### config.mk
export PLATFORM = sky130hd
export DESIGN_NAME = vic_top
export DESIGN_NICKNAME = d
export VERILOG_FILES = /design/src/vic_pkg.sv /design/src/vic_edge_detect.sv /design/src/vic_prio_encoder.sv /design/src/vic_top.sv
export SDC_FILE = /design/constraint.sdc
export NUM_CORES = 1
export LEC_CHECK = 0
export BUFFER_PORTS_ARGS = -buffer_cell sky130_fd_sc_hd__buf_2
export CELL_PAD_IN_SITES_DETAIL_PLACEMENT = 0
export CELL_PAD_IN_SITES_GLOBAL_PLACEMENT = 1
export CORE_MARGIN = 2
export CORE_UTILIZATION = 37
export DETAILED_ROUTE_END_ITERATION = 8
export PLACE_DENSITY = 0.87
export SLEW_MARGIN = 10
export SYNTH_ARGS = -nofsm -noshare
export SYNTH_HDL_FRONTEND = slang
export SYNTH_HIERARCHICAL = 1
export SYNTH_SLANG_ARGS = --single-unit
### constraint.sdc
create_clock -name clk_i -period 5.6 [get_ports clk_i]
set_input_delay 1.12 -clock clk_i [delete_from_list [all_inputs] [get_ports clk_i]]
set_output_delay 1.12 -clock clk_i [all_outputs]
set_load 0.01 [all_outputs]
### src/vic_pkg.sv
// vic_pkg: constants, states and carrier types of the vectored interrupt logic
// assumes a 32-bit classic wishbone register bus and an 8-bit program memory port
package vic_pkg;
  localparam int unsigned NUM_LINES = 6;
  localparam logic [7:0]  IDX_PRIO  = 8'hF9;
  localparam logic [7:0]  IDX_REQ   = 8'hFA;
  localparam logic [7:0]  IDX_MASK  = 8'hFB;
  localparam logic [7:0]  IDX_CTRL  = 8'hFC;
  localparam logic [7:0]  IDX_PINS  = 8'hFD;
  localparam int unsigned EDGE_HI   = 7;
  localparam int unsigned EDGE_LO   = 6;
  localparam int unsigned CTRL_GIE  = 0;
  localparam logic [2:0]  LINE_MAX  = 3'h5;
  localparam logic [1:0]  EDGE_RST  = 2'h0;
  localparam logic [5:0]  MASK_RST  = 6'h00;
  localparam logic [2:0]  PRIO_RST  = 3'h0;
  localparam logic [15:0] PM_VEC_BASE = 16'h0000;

  typedef enum logic [4:0] {
    ST_IDLE     = 5'h01,
    ST_SAVE     = 5'h02,
    ST_FETCH_HI = 5'h04,
    ST_FETCH_LO = 5'h08,
    ST_BRANCH   = 5'h10
  } vic_state_t;

  typedef struct packed {
    logic [15:0] pc;
    logic [7:0]  flags;
  } vic_ctx_t;

  typedef struct packed {
    logic [11:0] adr;
    logic [31:0] dat;
    logic [3:0]  sel;
    logic        we;
  } vic_wb_req_t;
endpackage

### src/vic_edge_detect.sv
// vic_edge_detect: one-clock edge pulse on a synchronous level, per-direction enables
// assumes the level is already synchronous to clk_i
`timescale 1ns/1ps
`default_nettype none
module vic_edge_detect (
  // clock and reset
  input  wire logic clk_i,
  input  wire logic rst_i,
  // level and edge selection
  input  wire logic level_i,
  input  wire logic rise_en_i,
  input  wire logic fall_en_i,
  // result
  output logic      edge_o
);
  logic prev_q, prev_d;
  logic armed_q, armed_d;

  // first sample after reset only arms, so reset release never looks like an edge
  always_comb begin
    prev_d  = level_i;
    armed_d = 1'b1;
    edge_o  = armed_q & ((rise_en_i & level_i & ~prev_q) | (fall_en_i & ~level_i & prev_q));
  end

  always_ff @(posedge clk_i) begin
    if (rst_i) begin
      prev_q  <= 1'b0;
      armed_q <= 1'b0;
    end else begin
      prev_q  <= prev_d;
      armed_q <= armed_d;
    end
  end
endmodule
`default_nettype wire

### src/vic_prio_encoder.sv
// vic_prio_encoder: rotating priority pick among the request lines
// assumes top_i selects the highest line; the others follow in ascending order, wrapping
`timescale 1ns/1ps
`default_nettype none
module vic_prio_encoder (
  // requests
  input  wire logic [5:0] pending_i,
  input  wire logic [2:0] top_i,
  // choice
  output logic            valid_o,
  output logic [2:0]      index_o
);
  function automatic logic [2:0] wrap_line(input logic [3:0] v);
    wrap_line = (v > {1'b0, vic_pkg::LINE_MAX}) ? 3'(v - 4'h6) : v[2:0];
  endfunction

  always_comb begin
    logic [2:0] start;
    logic [2:0] cand;
    start   = (top_i > vic_pkg::LINE_MAX) ? 3'h0 : top_i;
    cand    = 3'h0;
    valid_o = 1'b0;
    index_o = 3'h0;
    // scan from lowest rank upward so the last hit kept is the highest ranked
    for (int k = vic_pkg::NUM_LINES - 1; k >= 0; k--) begin
      cand = wrap_line({1'b0, start} + 4'(k));
      if (pending_i[cand]) begin
        valid_o = 1'b1;
        index_o = cand;
      end
    end
  end
endmodule
`default_nettype wire

### src/vic_top.sv
// vic_top: vectored interrupt logic with edge selection, priority, mask and vector fetch
// assumes a classic wishbone master, a core that tells when it can be interrupted,
// and a program memory that answers a held read with a one-cycle valid
//
// The Wishbone slave port was chosen for this implementation.
`timescale 1ns/1ps
`default_nettype none
module vic_top (
  // clock and reset
  input  wire logic              clk_i,
  input  wire logic              rst_i,
  // wishbone slave
  input  wire logic              wb_cyc_i,
  input  wire logic              wb_stb_i,
  input  wire logic              wb_we_i,
  input  wire logic [11:0]       wb_adr_i,
  input  wire logic [3:0]        wb_sel_i,
  input  wire logic [31:0]       wb_dat_i,
  output logic [31:0]            wb_dat_o,
  output logic                   wb_ack_o,
  // pins and internal event sources
  input  wire logic              port3_bit1_pin_i,
  input  wire logic              port3_bit2_pin_i,
  input  wire logic              port3_bit3_pin_i,
  input  wire logic              comparator_input_one_i,
  input  wire logic              comparator_input_two_i,
  input  wire logic              timer16_evt_i,
  input  wire logic              timer8_evt_i,
  input  wire logic              lowvolt_evt_i,
  // core sequencer
  input  wire logic              core_ready_i,
  input  wire vic_pkg::vic_ctx_t core_ctx_i,
  output vic_pkg::vic_ctx_t      save_ctx_o,
  output logic                   save_stb_o,
  output logic [15:0]            branch_addr_o,
  output logic                   branch_stb_o,
  output logic                   int_busy_o,
  // program memory read port
  output logic [15:0]            pm_addr_o,
  output logic                   pm_rd_o,
  input  wire logic [7:0]        pm_data_i,
  input  wire logic              pm_valid_i,
  // interrupt to software
  output logic                   irq_o
);
  function automatic logic [7:0] reg_index(input logic [11:0] adr);
    reg_index = adr[9:2];
  endfunction

  function automatic logic addr_ok(input logic [11:0] adr);
    addr_ok = (adr[11:10] == 2'h0) && (adr[1:0] == 2'h0);
  endfunction

  // bus request carried as one bundle
  vic_pkg::vic_wb_req_t req;
  assign req = '{adr: wb_adr_i, dat: wb_dat_i, sel: wb_sel_i, we: wb_we_i};

  logic       bus_go;
  logic       wr_lo;
  logic [7:0] idx;
  assign bus_go = wb_cyc_i & wb_stb_i & ~wb_ack_o;
  // a write lands at the edge where the master samples ack, where the transfer completes
  assign wr_lo  = wb_cyc_i & wb_stb_i & wb_ack_o & req.we & req.sel[0] & addr_ok(req.adr);
  assign idx    = reg_index(req.adr);

  // edge detection
  logic [1:0] edge_q, edge_d;
  logic       l2_rise, l2_fall, l0_rise, l0_fall;
  logic       det2, det0, det1;
  always_comb begin
    l2_rise = edge_q[1];
    l2_fall = ~edge_q[1] | edge_q[0];
    l0_rise = edge_q[0];
    l0_fall = ~edge_q[0] | edge_q[1];
  end

  vic_edge_detect u_edge2 (
    .clk_i     (clk_i),
    .rst_i     (rst_i),
    .level_i   (port3_bit1_pin_i),
    .rise_en_i (l2_rise),
    .fall_en_i (l2_fall),
    .edge_o    (det2)
  );

  vic_edge_detect u_edge0 (
    .clk_i     (clk_i),
    .rst_i     (rst_i),
    .level_i   (port3_bit2_pin_i),
    .rise_en_i (l0_rise),
    .fall_en_i (l0_fall),
    .edge_o    (det0)
  );

  vic_edge_detect u_edge1 (
    .clk_i     (clk_i),
    .rst_i     (rst_i),
    .level_i   (port3_bit3_pin_i),
    .rise_en_i (1'b0),
    .fall_en_i (1'b1),
    .edge_o    (det1)
  );

  logic [5:0] src_evt;
  always_comb begin
    src_evt    = 6'h00;
    src_evt[0] = det0 | comparator_input_two_i;
    src_evt[1] = det1;
    src_evt[2] = det2 | comparator_input_one_i;
    src_evt[3] = timer16_evt_i;
    src_evt[4] = timer8_evt_i;
    src_evt[5] = lowvolt_evt_i;
  end

  // software registers and pending state
  logic [5:0] pend_q, pend_d;
  logic [5:0] mask_q, mask_d;
  logic [2:0] prio_q, prio_d;
  logic       gie_q, gie_d;
  logic [2:0] pins_q, pins_d;
  logic       irq_d;
  logic       ack_d;
  logic [31:0] rdat_d;

  // controller state
  vic_pkg::vic_state_t st_q, st_d;
  logic [2:0]  line_q, line_d;
  vic_pkg::vic_ctx_t ctx_q, ctx_d;
  logic        save_d;
  logic [15:0] pma_q, pma_d;
  logic        pmrd_q, pmrd_d;
  logic [7:0]  vhi_q, vhi_d;
  logic [15:0] vec_q, vec_d;
  logic        br_q, br_d;

  // masked lines never reach the encoder, but stay pending for polling
  logic       win_valid;
  logic [2:0] win_line;
  logic       grant;
  vic_prio_encoder u_prio (
    .pending_i (pend_q & mask_q),
    .top_i     (prio_q),
    .valid_o   (win_valid),
    .index_o   (win_line)
  );
  assign grant = (st_q == vic_pkg::ST_IDLE) & gie_q & core_ready_i & win_valid;

  always_comb begin
    logic [5:0] clr;
    clr    = 6'h00;
    edge_d = edge_q;
    mask_d = mask_q;
    prio_d = prio_q;
    gie_d  = gie_q;
    pins_d = {port3_bit3_pin_i, port3_bit2_pin_i, port3_bit1_pin_i};
    if (wr_lo) begin
      unique case (idx)
        vic_pkg::IDX_REQ: begin
          edge_d = req.dat[vic_pkg::EDGE_HI:vic_pkg::EDGE_LO];
          clr    = req.dat[5:0];
        end
        vic_pkg::IDX_MASK: mask_d = req.dat[5:0];
        vic_pkg::IDX_PRIO: prio_d = req.dat[2:0];
        vic_pkg::IDX_CTRL: gie_d  = req.dat[vic_pkg::CTRL_GIE];
        default: ;
      endcase
    end
    if (grant) begin
      gie_d = 1'b0;
      clr   = clr | (6'h01 << win_line);
    end
    // a new edge in the clearing cycle is kept: set wins
    pend_d = (pend_q & ~clr) | src_evt;
    irq_d  = |(pend_d & mask_d);
  end

  always_comb begin
    ack_d  = bus_go;
    rdat_d = 32'h0000_0000;
    if (bus_go && !req.we && addr_ok(req.adr)) begin
      unique case (idx)
        vic_pkg::IDX_REQ:  rdat_d = {24'h000000, edge_q, pend_q};
        vic_pkg::IDX_MASK: rdat_d = {26'h0, mask_q};
        vic_pkg::IDX_PRIO: rdat_d = {29'h0, prio_q};
        vic_pkg::IDX_CTRL: rdat_d = {31'h0, gie_q};
        vic_pkg::IDX_PINS: rdat_d = {29'h0, pins_q};
        default:           rdat_d = 32'h0000_0000;
      endcase
    end
  end

  always_comb begin
    st_d   = st_q;
    line_d = line_q;
    ctx_d  = ctx_q;
    save_d = 1'b0;
    pma_d  = pma_q;
    pmrd_d = pmrd_q;
    vhi_d  = vhi_q;
    vec_d  = vec_q;
    br_d   = 1'b0;
    unique case (st_q)
      vic_pkg::ST_IDLE: begin
        if (grant) begin
          line_d = win_line;
          ctx_d  = core_ctx_i;
          st_d   = vic_pkg::ST_SAVE;
        end
      end
      vic_pkg::ST_SAVE: begin
        save_d = 1'b1;
        pma_d  = vic_pkg::PM_VEC_BASE + {12'h000, line_q, 1'b0};
        pmrd_d = 1'b1;
        st_d   = vic_pkg::ST_FETCH_HI;
      end
      vic_pkg::ST_FETCH_HI: begin
        if (pm_valid_i) begin
          vhi_d = pm_data_i;
          pma_d = pma_q + 16'h0001;
          st_d  = vic_pkg::ST_FETCH_LO;
        end
      end
      vic_pkg::ST_FETCH_LO: begin
        if (pm_valid_i) begin
          vec_d  = {vhi_q, pm_data_i};
          pmrd_d = 1'b0;
          st_d   = vic_pkg::ST_BRANCH;
        end
      end
      vic_pkg::ST_BRANCH: begin
        br_d = 1'b1;
        st_d = vic_pkg::ST_IDLE;
      end
    endcase
  end

  always_ff @(posedge clk_i) begin
    if (rst_i) begin
      edge_q   <= vic_pkg::EDGE_RST;
      pend_q   <= 6'h00;
      mask_q   <= vic_pkg::MASK_RST;
      prio_q   <= vic_pkg::PRIO_RST;
      gie_q    <= 1'b0;
      pins_q   <= 3'h0;
      irq_o    <= 1'b0;
      wb_ack_o <= 1'b0;
      wb_dat_o <= 32'h0000_0000;
    end else begin
      edge_q   <= edge_d;
      pend_q   <= pend_d;
      mask_q   <= mask_d;
      prio_q   <= prio_d;
      gie_q    <= gie_d;
      pins_q   <= pins_d;
      irq_o    <= irq_d;
      wb_ack_o <= ack_d;
      wb_dat_o <= rdat_d;
    end
  end

  always_ff @(posedge clk_i) begin
    if (rst_i) begin
      st_q   <= vic_pkg::ST_IDLE;
      line_q <= 3'h0;
      ctx_q  <= '0;
      save_stb_o <= 1'b0;
      pma_q  <= 16'h0000;
      pmrd_q <= 1'b0;
      vhi_q  <= 8'h00;
      vec_q  <= 16'h0000;
      br_q   <= 1'b0;
      int_busy_o <= 1'b0;
    end else begin
      st_q   <= st_d;
      line_q <= line_d;
      ctx_q  <= ctx_d;
      save_stb_o <= save_d;
      pma_q  <= pma_d;
      pmrd_q <= pmrd_d;
      vhi_q  <= vhi_d;
      vec_q  <= vec_d;
      br_q   <= br_d;
      int_busy_o <= (st_d != vic_pkg::ST_IDLE);
    end
  end

  assign save_ctx_o    = ctx_q;
  assign pm_addr_o     = pma_q;
  assign pm_rd_o       = pmrd_q;
  assign branch_addr_o = vec_q;
  assign branch_stb_o  = br_q;
endmodule
`default_nettype wire

# Yosys cells after proc, flatten, opt, wreduce, memory -nomap -nowiden

Index checks and enable logic that the tools add are counted.

Add/sub/neg operators: 12
Shift operators: 1
Bitwise logic cells: 42
Multiply operators: 0
Reduce and logical (&&, ||, !) cells: 19
Order comparisons: 13
Muxes and demuxes: 48
Div/mod/pow operators: 0
Eq/ne operators: 13

Operators with widths:

| cell                    | number |
|---|---|
| $eq A8 B8 Y1 const B    | 5 |
| $pmux W8 S5             | 1 |
| $mux W3                 | 13 |
| $pmux W16 S2            | 1 |
| $mux W6                 | 5 |
| $pmux W5 S5             | 1 |
| $lt A3 B4 Y1 const B    | 6 |
| $and A1 B1 Y1           | 21 |
| $gt A4 B3 Y1 const B    | 5 |
| $and A6 B6 Y6           | 3 |
| $bmux W1 S3             | 6 |
| $sub A3 B3 Y3 const B   | 6 |
| $add A16 B1 Y16 const B | 1 |
| $mux W1                 | 16 |
| $mux W16                | 1 |
| $reduce_and A2 Y1       | 8 |
| $mux W5                 | 3 |
| $or A6 B6 Y6            | 2 |
| $not A1 Y1              | 9 |
| $add A3 B2 Y4 const B   | 2 |
| $add A3 B3 Y4 const B   | 2 |
| $gt A3 B3 Y1 const B    | 2 |
| $not A6 Y6              | 1 |
| $or A1 B1 Y1            | 6 |
| 16 further kinds        | 22 |

Bits in latches: 0
Memories: 0
Bits in writable memories: 0
Register bits: 135
Bits in read-only memories: 0

# Depth between registers and ports, before layout

Gate-level depths: netlist (run 1).

Word-level depth: 21
Depth in mapped cells: 20

# By module

The synthesis (run 1) kept the hierarchy.

Modules (own cells, without submodules):

| module           | seq. area each (um^2) | cells an instance | area an instance (um^2) | times used |
|---|---|---|---|---|
| vic_top          | 2,142.1               | 520               | 4,525.6                 | 1 |
| vic_prio_encoder | 0.0                   | 158               | 1,084.8                 | 1 |
| vic_edge_detect  | 40.0                  | 7                 | 71.3                    | 3 |

# Least setup slack after synthesis (run 1)

OpenSTA, ideal clock, no wires.

Path type: register -> register
From: reg prio_q[1]
To: reg irq_o
Path slack: 1.606 ns
Cell stages (with the launch flop): 17
Arrival: 3.857 ns
Path through: dfxtp_1 -> ha_1 -> and2b_4 -> inv_2 -> buf_6 -> ha_1 -> clkbuf_1 -> or2_2 -> nor2_1 -> mux2_2 -> a211oi_1 -> nor4_1 -> a21o_1 -> or4b_1 -> a31oi_1 -> o22a_1 -> a41oi_2

Cells in the longest elaborated chain, start to end: 21

RTL lines:

| element                                       | line                   | RTL |
|---|---|---|
| from (decl)                                   | vic_top.sv:118         | `logic [2:0] prio_q, prio_d;` |
| from (signal assigned)                        | vic_top.sv:242         | `prio_q <= vic_pkg::PRIO_RST;` |
| from (signal assigned)                        | vic_top.sv:252         | `prio_q <= prio_d;` |
| $gt A3 B3 Y1                                  | vic_prio_encoder.sv:20 | `start = (top_i > vic_pkg::LINE_MAX) ? 3'h0 : top_i;` |
| $mux W3 (*)                                   | vic_prio_encoder.sv:20 |  |
| $add A3 B3 Y4                                 | vic_prio_encoder.sv:26 | `cand = wrap_line({1'b0, start} + 4'(k));` |
| $gt A4 B3 Y1 or $sub A3 B3 Y3 (tied branches) | vic_prio_encoder.sv:14 | `wrap_line = (v > {1'b0, vic_pkg::LINE_MAX}) ? 3'(v - 4'h6) : v[2:0];` |
| $mux W3                                       | vic_prio_encoder.sv:14 |  |
| $bmux W1 S3                                   | vic_prio_encoder.sv:27 | `if (pending_i[cand]) begin` |
| $mux W1 (implied by the code)                 | vic_prio_encoder.sv:27 |  |
| $mux W3 (5 in series)                         | vic_prio_encoder.sv:27 |  |
| [1 not listed]                                | --                     |  |
| via win_line[1]                               | vic_top.sv:138         | `logic [2:0] win_line;` |
| $shl A1 B3 Y6 (*)                             | vic_top.sv:170         | `clr = clr \| (6'h01 << win_line);` |
| $or A6 B6 Y6 (*)                              | vic_top.sv:170         |  |
| $mux W6 (*)                                   | vic_top.sv:168         | `if (grant) begin` |
| $not A6 Y6 (*)                                | vic_top.sv:173         | `pend_d = (pend_q & ~clr) \| src_evt;` |
| $and A6 B6 Y6 (*)                             | vic_top.sv:173         |  |
| $or A6 B6 Y6 (*)                              | vic_top.sv:173         |  |
| $and A6 B6 Y6 (*)                             | vic_top.sv:174         | `irq_d = \|(pend_d & mask_d);` |
| $reduce_or A6 Y1 (*)                          | vic_top.sv:174         |  |
| to (signal assigned)                          | vic_top.sv:255         | `irq_o <= irq_d;` |
| to (decl)                                     | vic_top.sv:44          | `output logic irq_o` |

Mark *: on every way through the listed nets, which the timed path passes. The rest lies on a longest branch. The select of a mux whose other input is x is not followed.
A chain may end at the register's enable or synchronous reset.

# Worst setup path in the final report (run 1)

Same ends and word-level chain as after synthesis.

==> qor.txt, run 1 <==
=================================================================================
Pwr Total ..........................................................     1.896 mW
Synth Register Bits ................................................          113
Final non-filler cell area .........................................    7108 um^2
Global-route wire length before repair .............................     23.63 mm
Setup bufs post-CTS ................................................            0
Startpoint Class ...................................................     register
Standard cell area after detailed placement ........................    6539 um^2
# port buffers .....................................................          137
Number of antenna-violating nets in the routed design ..............            0
TritonCTS clock tree ...............................................          yes
Detail Placement HPWL ..............................................     10.54 mm
Launching point of the worst reg2reg path .......................... prio_q[1]$_SDFFE_PP0P_
Avg Vias per Cell ..................................................        5.002
Chain of cells forming the critical path ........................... ha_1, and2b_4, inv_2, ha_1, buf_4, or2_2, nor2_1, mux2_2, a211oi_1, nor4_1, a21o_1, or4b_1, a31oi_1, o22a_1, a41oi_2
Detailed-router iteration count before antenna repair ..............            4
Post-Synthesis Mean Instance Area ..................................   8.332 um^2
Clock Latency Late Sink ............................................      0.41 ns
Proportion of layout cells with a drive suffix above 1 .............       0.2349
Number of I/O pins .................................................          189
Count of cell types in the netlist .................................           75
Remaining global-route overflow ....................................            0
Max Slew Vio Count .................................................            0
Initial antenna violation count ....................................            1
Synth Cell Area ....................................................    5824 um^2
Cts bufs inserted ..................................................           17
Number of gates given a new drive strength after cts ...............            0
Hold bufs inserted after CTS .......................................            0
Area Overhead vs Synth .............................................       22.04%
Core area ..........................................................   15310 um^2
Crit Path Class .................................................... register to register
Clock sink count ...................................................          113
DRC violations left ................................................            0
Worst EP arrival ...................................................      4.89 ns
Reported max-cap violation count ...................................            0
Via count of the first global-routing pass .........................         4812
Critical-path maximum fanout .......................................           13
Detailed router's first-iteration violation count ..................          373
Status ............................................................. complete, no violations
Largest cells by area after synthesis .............................. sky130_fd_sc_hd__dfxtp_1, sky130_fd_sc_hd__nand2_1, sky130_fd_sc_hd__mux2i_1
Post-synthesis cell count ..........................................          699
Maximum level of the CTS H-tree ....................................            4
WHS Endpoint ....................................................... save_ctx_o[10]$_SDFFE_PP0P_
Final worst path period share ......................................       0.8260
Pin count of the biggest net entering global routing ...............           60
RSZ-0062 raised after global routing ...............................        false
Ys async rst share .................................................            0
CP dominant cell by count .......................................... sky130_fd_sc_hd__ha_1
Final setup slack of the worst path ................................    0.9746 ns
End-of-flow core utilization .......................................       0.4641
Total length of routed wires .......................................     14.66 mm
WL per Instance ....................................................     14.07 um
Worst hold path class .............................................. register to register
Clock tree root buffer cell ........................................ sky130_fd_sc_hd__clkbuf_16
Time the final worst path needs with I/O delays and setup ..........     4.625 ns
Largest area contributor in the synthesized netlist ................ sky130_fd_sc_hd__dfxtp_1
Warnings, synthesis ................................................            6
Skew final .........................................................  0.008107 ns
Core Rows ..........................................................           45
Most used standard cell by instance count after synthesis .......... sky130_fd_sc_hd__dfxtp_1
Fillcell total .....................................................         1566
Die boundary height ................................................     129.5 um
Post-synthesis sequential area ratio ...............................       0.3884
Final RePlAce weighted congestion ..................................       0.8439
Die ar. ............................................................   16760 um^2
R2R setup slack ....................................................      0.97 ns
Non-Filler Instances ...............................................         1042
Static leakage .....................................................     3.022 nW
Worst R2R Path Depth ...............................................           15
Number of nets in the layout .......................................          921
Startpoint of the most critical hold path .......................... save_ctx_o[10]$_SDFFE_PP0P_
Horizontal extent of the die .......................................     129.5 um
Register clock-pin slew on the reported worst setup and hold paths .      0.05 ns
Buffer levels on the longest clock path ............................            2
Max rail drop VDD ..................................................     159.6 uV
Slowest stage cell on the critical path ............................ sky130_fd_sc_hd__or4b_1
Number of setup violations in the final report .....................            0
Most numerous cell types in the synthesized netlist ................ sky130_fd_sc_hd__dfxtp_1, sky130_fd_sc_hd__nand2_1, sky130_fd_sc_hd__nor2_1
Final hold violation count .........................................            0
Req. time, crit path ...............................................      5.87 ns
Initial cell density of the core ...................................       0.3803
Area fraction of the dominant cell type after synthesis ............       0.3884
Power per Cell Area ................................................ 266.7 nW/um^2
Min Hold Slack .....................................................    0.4460 ns
All-layer global routing usage .....................................       0.1774
Worst-Margin Slew ..................................................     1.155 ns
Number of synthesized flops with an enable pin .....................            0
Worst Hold Depth ...................................................            2
Max-slew headroom at the worst pin .................................       0.2276
Total via count after detailed routing .............................         5212
Highest Clock Rate .................................................    216.2 MHz
Worst slack after detailed placement ...............................     1.016 ns
Cell count after placement .........................................         1010
TNS Setup ..........................................................         0 ns
Most used DFF post-synth ........................................... sky130_fd_sc_hd__dfxtp_1
Slowest stage delay, CP ............................................      0.52 ns
CP endpoint kind ...................................................     register
Capture instance of the worst register-to-register path ............ irq_o$_SDFF_PP0_
=================================================================================
[cell families after synthesis]
| logic type | count (synthesis) | share of synthesized area |
|---|---|---|
| AND/OR/NAND/NOR | 310 | 0.2750 |
| AO/OA/AOI/OAI | 130 | 0.1474 |
| flip-flops | 113 | 0.3884 |
| buffers and inverters | 80 | 0.07196 |
| multiplexers | 43 | 0.07927 |
| XOR/XNOR | 13 | 0.01955 |
| adder cells (fa/ha/maj) | 8 | 0.01719 |
| other | 2 | 0.001289 |
[layer usage]
layer,vias to the layer above,track usage,part of all wire
li1,2656,-,-
met1,2415,0.2259,0.46
met2,127,0.2811,0.47
met3,14,0.06111,0.056
met4,0,0.06199,0.013
met5,-,0,0
[final cells by class]
type,count,area (um^2),share of cell area
Tap cell,211,264.0,0.03714
Multi-Input combinational cell,530,3238,0.4556
Sequential cell,113,2262,0.3183
Clock buffer,22,484.2,0.06812
Inverter,15,56.30,0.007921
Antenna cell,1,2.502,0.0003521
Clock inverter,9,82.58,0.01162
Timing Repair Buffer,141,718.2,0.1010
[worst max-delay path by stage]
| stage | startpoint | to |
|---|---|---|
| after global placement | prio_q[1]$_SDFFE_PP0P_ | irq_o$_SDFF_PP0_ |
| final | prio_q[1]$_SDFFE_PP0P_ | irq_o$_SDFF_PP0_ |
| after detailed placement | prio_q[1]$_SDFFE_PP0P_ | irq_o$_SDFF_PP0_ |
| after global routing | prio_q[1]$_SDFFE_PP0P_ | irq_o$_SDFF_PP0_ |
| after floorplan | prio_q[1]$_SDFFE_PP0P_ | irq_o$_SDFF_PP0_ |
| after CTS | prio_q[1]$_SDFFE_PP0P_ | irq_o$_SDFF_PP0_ |
[cell usage in the layout, fill, tap and decap left out, types with 5 or more instances in the layout]
cell type	instances
sky130_fd_sc_hd__mux2i_1	36
sky130_fd_sc_hd__dfxtp_1	113
sky130_fd_sc_hd__nor2_1	69
sky130_fd_sc_hd__and3_1	8
sky130_fd_sc_hd__buf_4	5
sky130_fd_sc_hd__nand2b_1	8
sky130_fd_sc_hd__a21oi_1	53
sky130_fd_sc_hd__o21ai_0	14
sky130_fd_sc_hd__clkbuf_16	17
sky130_fd_sc_hd__nor4_1	10
sky130_fd_sc_hd__and2_1	12
sky130_fd_sc_hd__a22oi_1	7
sky130_fd_sc_hd__or3_1	8
sky130_fd_sc_hd__buf_2	136
sky130_fd_sc_hd__xnor2_1	6
sky130_fd_sc_hd__nand3b_1	6
sky130_fd_sc_hd__conb_1	26
sky130_fd_sc_hd__xor2_1	7
sky130_fd_sc_hd__mux2_2	5
sky130_fd_sc_hd__nor2b_1	17
sky130_fd_sc_hd__nand3_1	17
sky130_fd_sc_hd__ha_1	8
sky130_fd_sc_hd__nand4b_1	9
sky130_fd_sc_hd__a211oi_1	10
sky130_fd_sc_hd__nor3_1	10
sky130_fd_sc_hd__nand4_1	5
sky130_fd_sc_hd__nand2_1	102
sky130_fd_sc_hd__a31oi_1	7
sky130_fd_sc_hd__inv_1	14
[report_power, final]
group	switching, mW	leakage, nW	internal (mW)
Combinational	0.0395	1.83	0.0271
Clock	0.362	0.278	0.651
Sequential	0.00439	0.915	0.812
[state kept, by name, indices dropped and copies added (netlist names), 2 cells and up]
name and cells:
pend_q 6, pm_addr_o 16, vhi_q 8, st_q 5
save_ctx_o 24, pins_q 3, prio_q 3, mask_q 6
wb_dat_o 8, line_q 3, branch_addr_o 16, edge_q 2
[critical path: cells and delay by family, from the launching register on]
family	cells	cell delay, ns
muxes	1	0.33
and+or+nand+nor	5	1.47
AOI/OAI and AO/OA	5	1.26
DFF	1	0.38
buffers and inverters	2	0.38
adders and majority gates	2	0.66
Note: power is estimated with default switching activity, not from simulation.
==> inputs of run 2 (changes only) <==
--- a/config.mk
+++ b/config.mk
@@ -5,13 +5,14 @@
 export SDC_FILE = /design/constraint.sdc
 export NUM_CORES = 1
 export LEC_CHECK = 0
+export ABC_AREA = 1
 export BUFFER_PORTS_ARGS = -buffer_cell sky130_fd_sc_hd__buf_2
 export CELL_PAD_IN_SITES_DETAIL_PLACEMENT = 0
 export CELL_PAD_IN_SITES_GLOBAL_PLACEMENT = 1
 export CORE_MARGIN = 2
-export CORE_UTILIZATION = 37
+export CORE_UTILIZATION = 32
 export DETAILED_ROUTE_END_ITERATION = 8
-export PLACE_DENSITY = 0.87
+export PLACE_DENSITY = 0.84
 export SLEW_MARGIN = 10
 export SYNTH_ARGS = -nofsm -noshare
 export SYNTH_HDL_FRONTEND = slang
==> constraint.sdc (replaced) <==
create_clock -name clk_i -period 3.7 [get_ports clk_i]
set_input_delay 0.74 -clock clk_i [delete_from_list [all_inputs] [get_ports clk_i]]
set_output_delay 0.74 -clock clk_i [all_outputs]
set_load 0.01 [all_outputs]
==> qor.txt, run 2 <==
=================================================================================
All-layer global routing usage .....................................       0.1612   -0.01628
Area occupied by multi-input gates .................................    2982 um^2   -7.9%
Worst hold path class .............................................. register to register
# port buffers .....................................................          137   unchanged
Non-Filler Instances ...............................................         1245   +19%
Via count of the first global-routing pass .........................         5447   +13%
Max-slew headroom at the worst pin .................................       0.3570   +0.1294
Standard cell area after detailed placement ........................    6659 um^2   +1.8%
Total length of routed wires .......................................     15.37 mm   +4.9%
Setup bufs post-CTS ................................................            0   unchanged
Final RePlAce weighted congestion ..................................       0.8457   +0.21%
Reported max-cap violation count ...................................            0   unchanged
Clock tree root buffer cell ........................................ sky130_fd_sc_hd__clkbuf_16
Number of setup violations in the final report .....................            0   unchanged
TritonCTS clock tree ...............................................          yes
Cell count after placement .........................................         1212   +20%
Pin count of the biggest net entering global routing ...............           57   -5.0%
Most numerous cell types in the synthesized netlist ................ sky130_fd_sc_hd__nand2_1, sky130_fd_sc_hd__dfxtp_1, sky130_fd_sc_hd__nor2_1
Max FFs per register ...............................................           24   unchanged
Slowest stage delay, CP ............................................      0.45 ns   -0.07 ns
Proportion of layout cells with a drive suffix above 1 .............       0.2296   -0.005383
CP top delay family ................................................ simple AND/OR/NAND/NOR gates
Area fraction of the dominant cell type after synthesis ............       0.3849   -0.003473
Final setup slack of the worst path ................................    0.4070 ns   -0.5677 ns
Critical-path maximum fanout .......................................           13   unchanged
TNS Setup ..........................................................         0 ns   unchanged
Number of nets in the layout .......................................         1105   +20%
Buffer levels on the longest clock path ............................            2   unchanged
DRC violations left ................................................            0   unchanged
Crit Path Class .................................................... register to register
Maximum level of the CTS H-tree ....................................            4   unchanged
Status ............................................................. complete, no violations
Detail Placement HPWL ..............................................     11.37 mm   +7.8%
Synth Register Bits ................................................          113   unchanged
R2R setup slack ....................................................      0.41 ns   -0.57 ns
Number of gates given a new drive strength after cts ...............            0   unchanged
Final non-filler cell area .........................................    7242 um^2   +1.9%
Core area ..........................................................   17960 um^2   +17%
Initial antenna violation count ....................................            1   unchanged
CP endpoint kind ...................................................     register
Cts bufs inserted ..................................................           17   unchanged
Post-Synthesis Mean Instance Area ..................................   6.802 um^2   -18%
Core Rows ..........................................................           49   +8.9%
Leading cell types in the layout, fill and taps excluded ........... sky130_fd_sc_hd__nand2_1, sky130_fd_sc_hd__buf_2, sky130_fd_sc_hd__dfxtp_1
Register clock-pin slew on the reported worst setup and hold paths .      0.06 ns   about the same
WL per Instance ....................................................     12.35 um   -12%
Req. time, crit path ...............................................      3.96 ns   -1.91 ns
Largest cells by area after synthesis .............................. sky130_fd_sc_hd__dfxtp_1, sky130_fd_sc_hd__nand2_1, sky130_fd_sc_hd__nor2_1
Final worst path period share ......................................       0.8900   +0.06405
Hold bufs inserted after CTS .......................................            0   unchanged
Min Hold Slack .....................................................    0.4594 ns   +0.01340 ns
RSZ-0062 raised after global routing ...............................        false
Avg Vias per Cell ..................................................        4.625   -7.5%
Pwr Total ..........................................................     2.941 mW   +55%
Sequential cell area ...............................................    2263 um^2   about the same
Startpoint Class ...................................................     register
Post-synthesis cell count ..........................................          864   +24%
Fillcell total .....................................................         1942   +24%
Die ar. ............................................................   19470 um^2   +16%
End-of-flow core utilization .......................................       0.4031   -0.06099
Highest Clock Rate .................................................    303.7 MHz   +40%
Buffer and inverter count on the worst path ........................            4   +2
Clock sink count ...................................................          113   unchanged
Die boundary height ................................................     139.5 um   +7.8%
Max Slew Vio Count .................................................            0   unchanged
Power per Cell Area ................................................ 406.1 nW/um^2   +52%
Post-synthesis sequential area ratio ...............................       0.3849   -0.003473
Largest area contributor in the synthesized netlist ................ sky130_fd_sc_hd__dfxtp_1
Final hold violation count .........................................            0   unchanged
Slowest stage cell on the critical path ............................ sky130_fd_sc_hd__dfxtp_1
Total via count after detailed routing .............................         5758   +10%
Most used DFF post-synth ........................................... sky130_fd_sc_hd__dfxtp_1
Time the final worst path needs with I/O delays and setup ..........     3.293 ns   -1.332 ns
Worst EP arrival ...................................................      3.56 ns   -1.33 ns
CP dominant cell by count .......................................... sky130_fd_sc_hd__nand2_1
Global-route wire length before repair .............................     25.70 mm   +8.8%
Most used standard cell by instance count after synthesis .......... sky130_fd_sc_hd__nand2_1
Number of synthesized flops with an enable pin .....................            0   unchanged
Initial cell density of the core ...................................       0.3272   -0.05315
Leading cell type in the layout, fill and taps excluded ............ sky130_fd_sc_hd__nand2_1
Horizontal extent of the die .......................................     139.5 um   +7.8%
Warnings, synthesis ................................................            6   unchanged
Skew final .........................................................   0.01095 ns   +0.002846 ns
Clock Latency Late Sink ............................................      0.42 ns   about the same
Static leakage .....................................................     3.327 nW   +10%
Detailed-router iteration count before antenna repair ..............            6   +2
Count of cell types in the netlist .................................           45   -40%
Worst-Margin Slew ..................................................    0.9634 ns   -0.1917 ns
Area Overhead vs Synth .............................................       23.23%
Remaining global-route overflow ....................................            0   unchanged
Number of antenna-violating nets in the routed design ..............            0   unchanged
Worst slack after detailed placement ...............................    0.4256 ns   -0.5906 ns
Detailed router's first-iteration violation count ..................          227   -39%
Max rail drop VDD ..................................................     327.6 uV   +110%
Number of I/O pins .................................................          189   unchanged
Synth Cell Area ....................................................    5877 um^2   +0.90%
Ys async rst share .................................................            0   unchanged
=================================================================================
==> run 2: path summary, 6_finish.rpt <==
check,from,endpoint,depth (start not counted)
worst min register to register,branch_addr_o[7]$_SDFFE_PP0P_,branch_addr_o[7]$_SDFFE_PP0P_,2
worst max-delay path,prio_q[2]$_SDFFE_PP0P_,irq_o$_SDFF_PP0_,25
worst min-delay path,branch_addr_o[7]$_SDFFE_PP0P_,branch_addr_o[7]$_SDFFE_PP0P_,2
worst max register to register,prio_q[2]$_SDFFE_PP0P_,irq_o$_SDFF_PP0_,25
==> run 2: cell families (layout without fill, tap and decap cells) <==
family                     count (synthesis)  in the layout  synth area share
AOI/OAI and AO/OA                        140            140            0.1311
xor gates and xnor gates                   2              2          0.002981
adders and majority gates                  8              8           0.01703
buffers and inverters                    151            278            0.1235
DFF                                      113            113            0.3849
other                                      2             27          0.001278
and+or+nand+nor                          448            448            0.3392
==> run 2: final cells by class <==
type,instances,area share
multi-input cells,624,0.4117
clock inverters,12,0.01659
flip-flops and latches,113,0.3125
well taps,229,0.03956
clock buffers,20,0.06306
diodes,1,0.0003455
repair buffers,146,0.1040
inverters,100,0.05218
==> run 2: tightest hold or removal path, cell delays in order, from the launching register on <==
cell and delay, ns:
sky130_fd_sc_hd__dfxtp_1 0.31, sky130_fd_sc_hd__nand2_1 0.06, sky130_fd_sc_hd__a21oi_1 0.05
==> run 2: report_power, final <==
part	internal (mW)	leakage, nW	switching [mW]
logic	0.0417	2.13	0.0729
registers	1.23	0.915	0.00612
clock network	0.970	0.278	0.622
==> run 2: routing by layer <==
metal	vias to the layer above	GRT usage	wire length, um
li1	3005	-	-
met1	2598	0.2045	7140
met2	133	0.2632	7062
met3	22	0.04370	899
met4	0	0.05848	268
met5	-	0	0
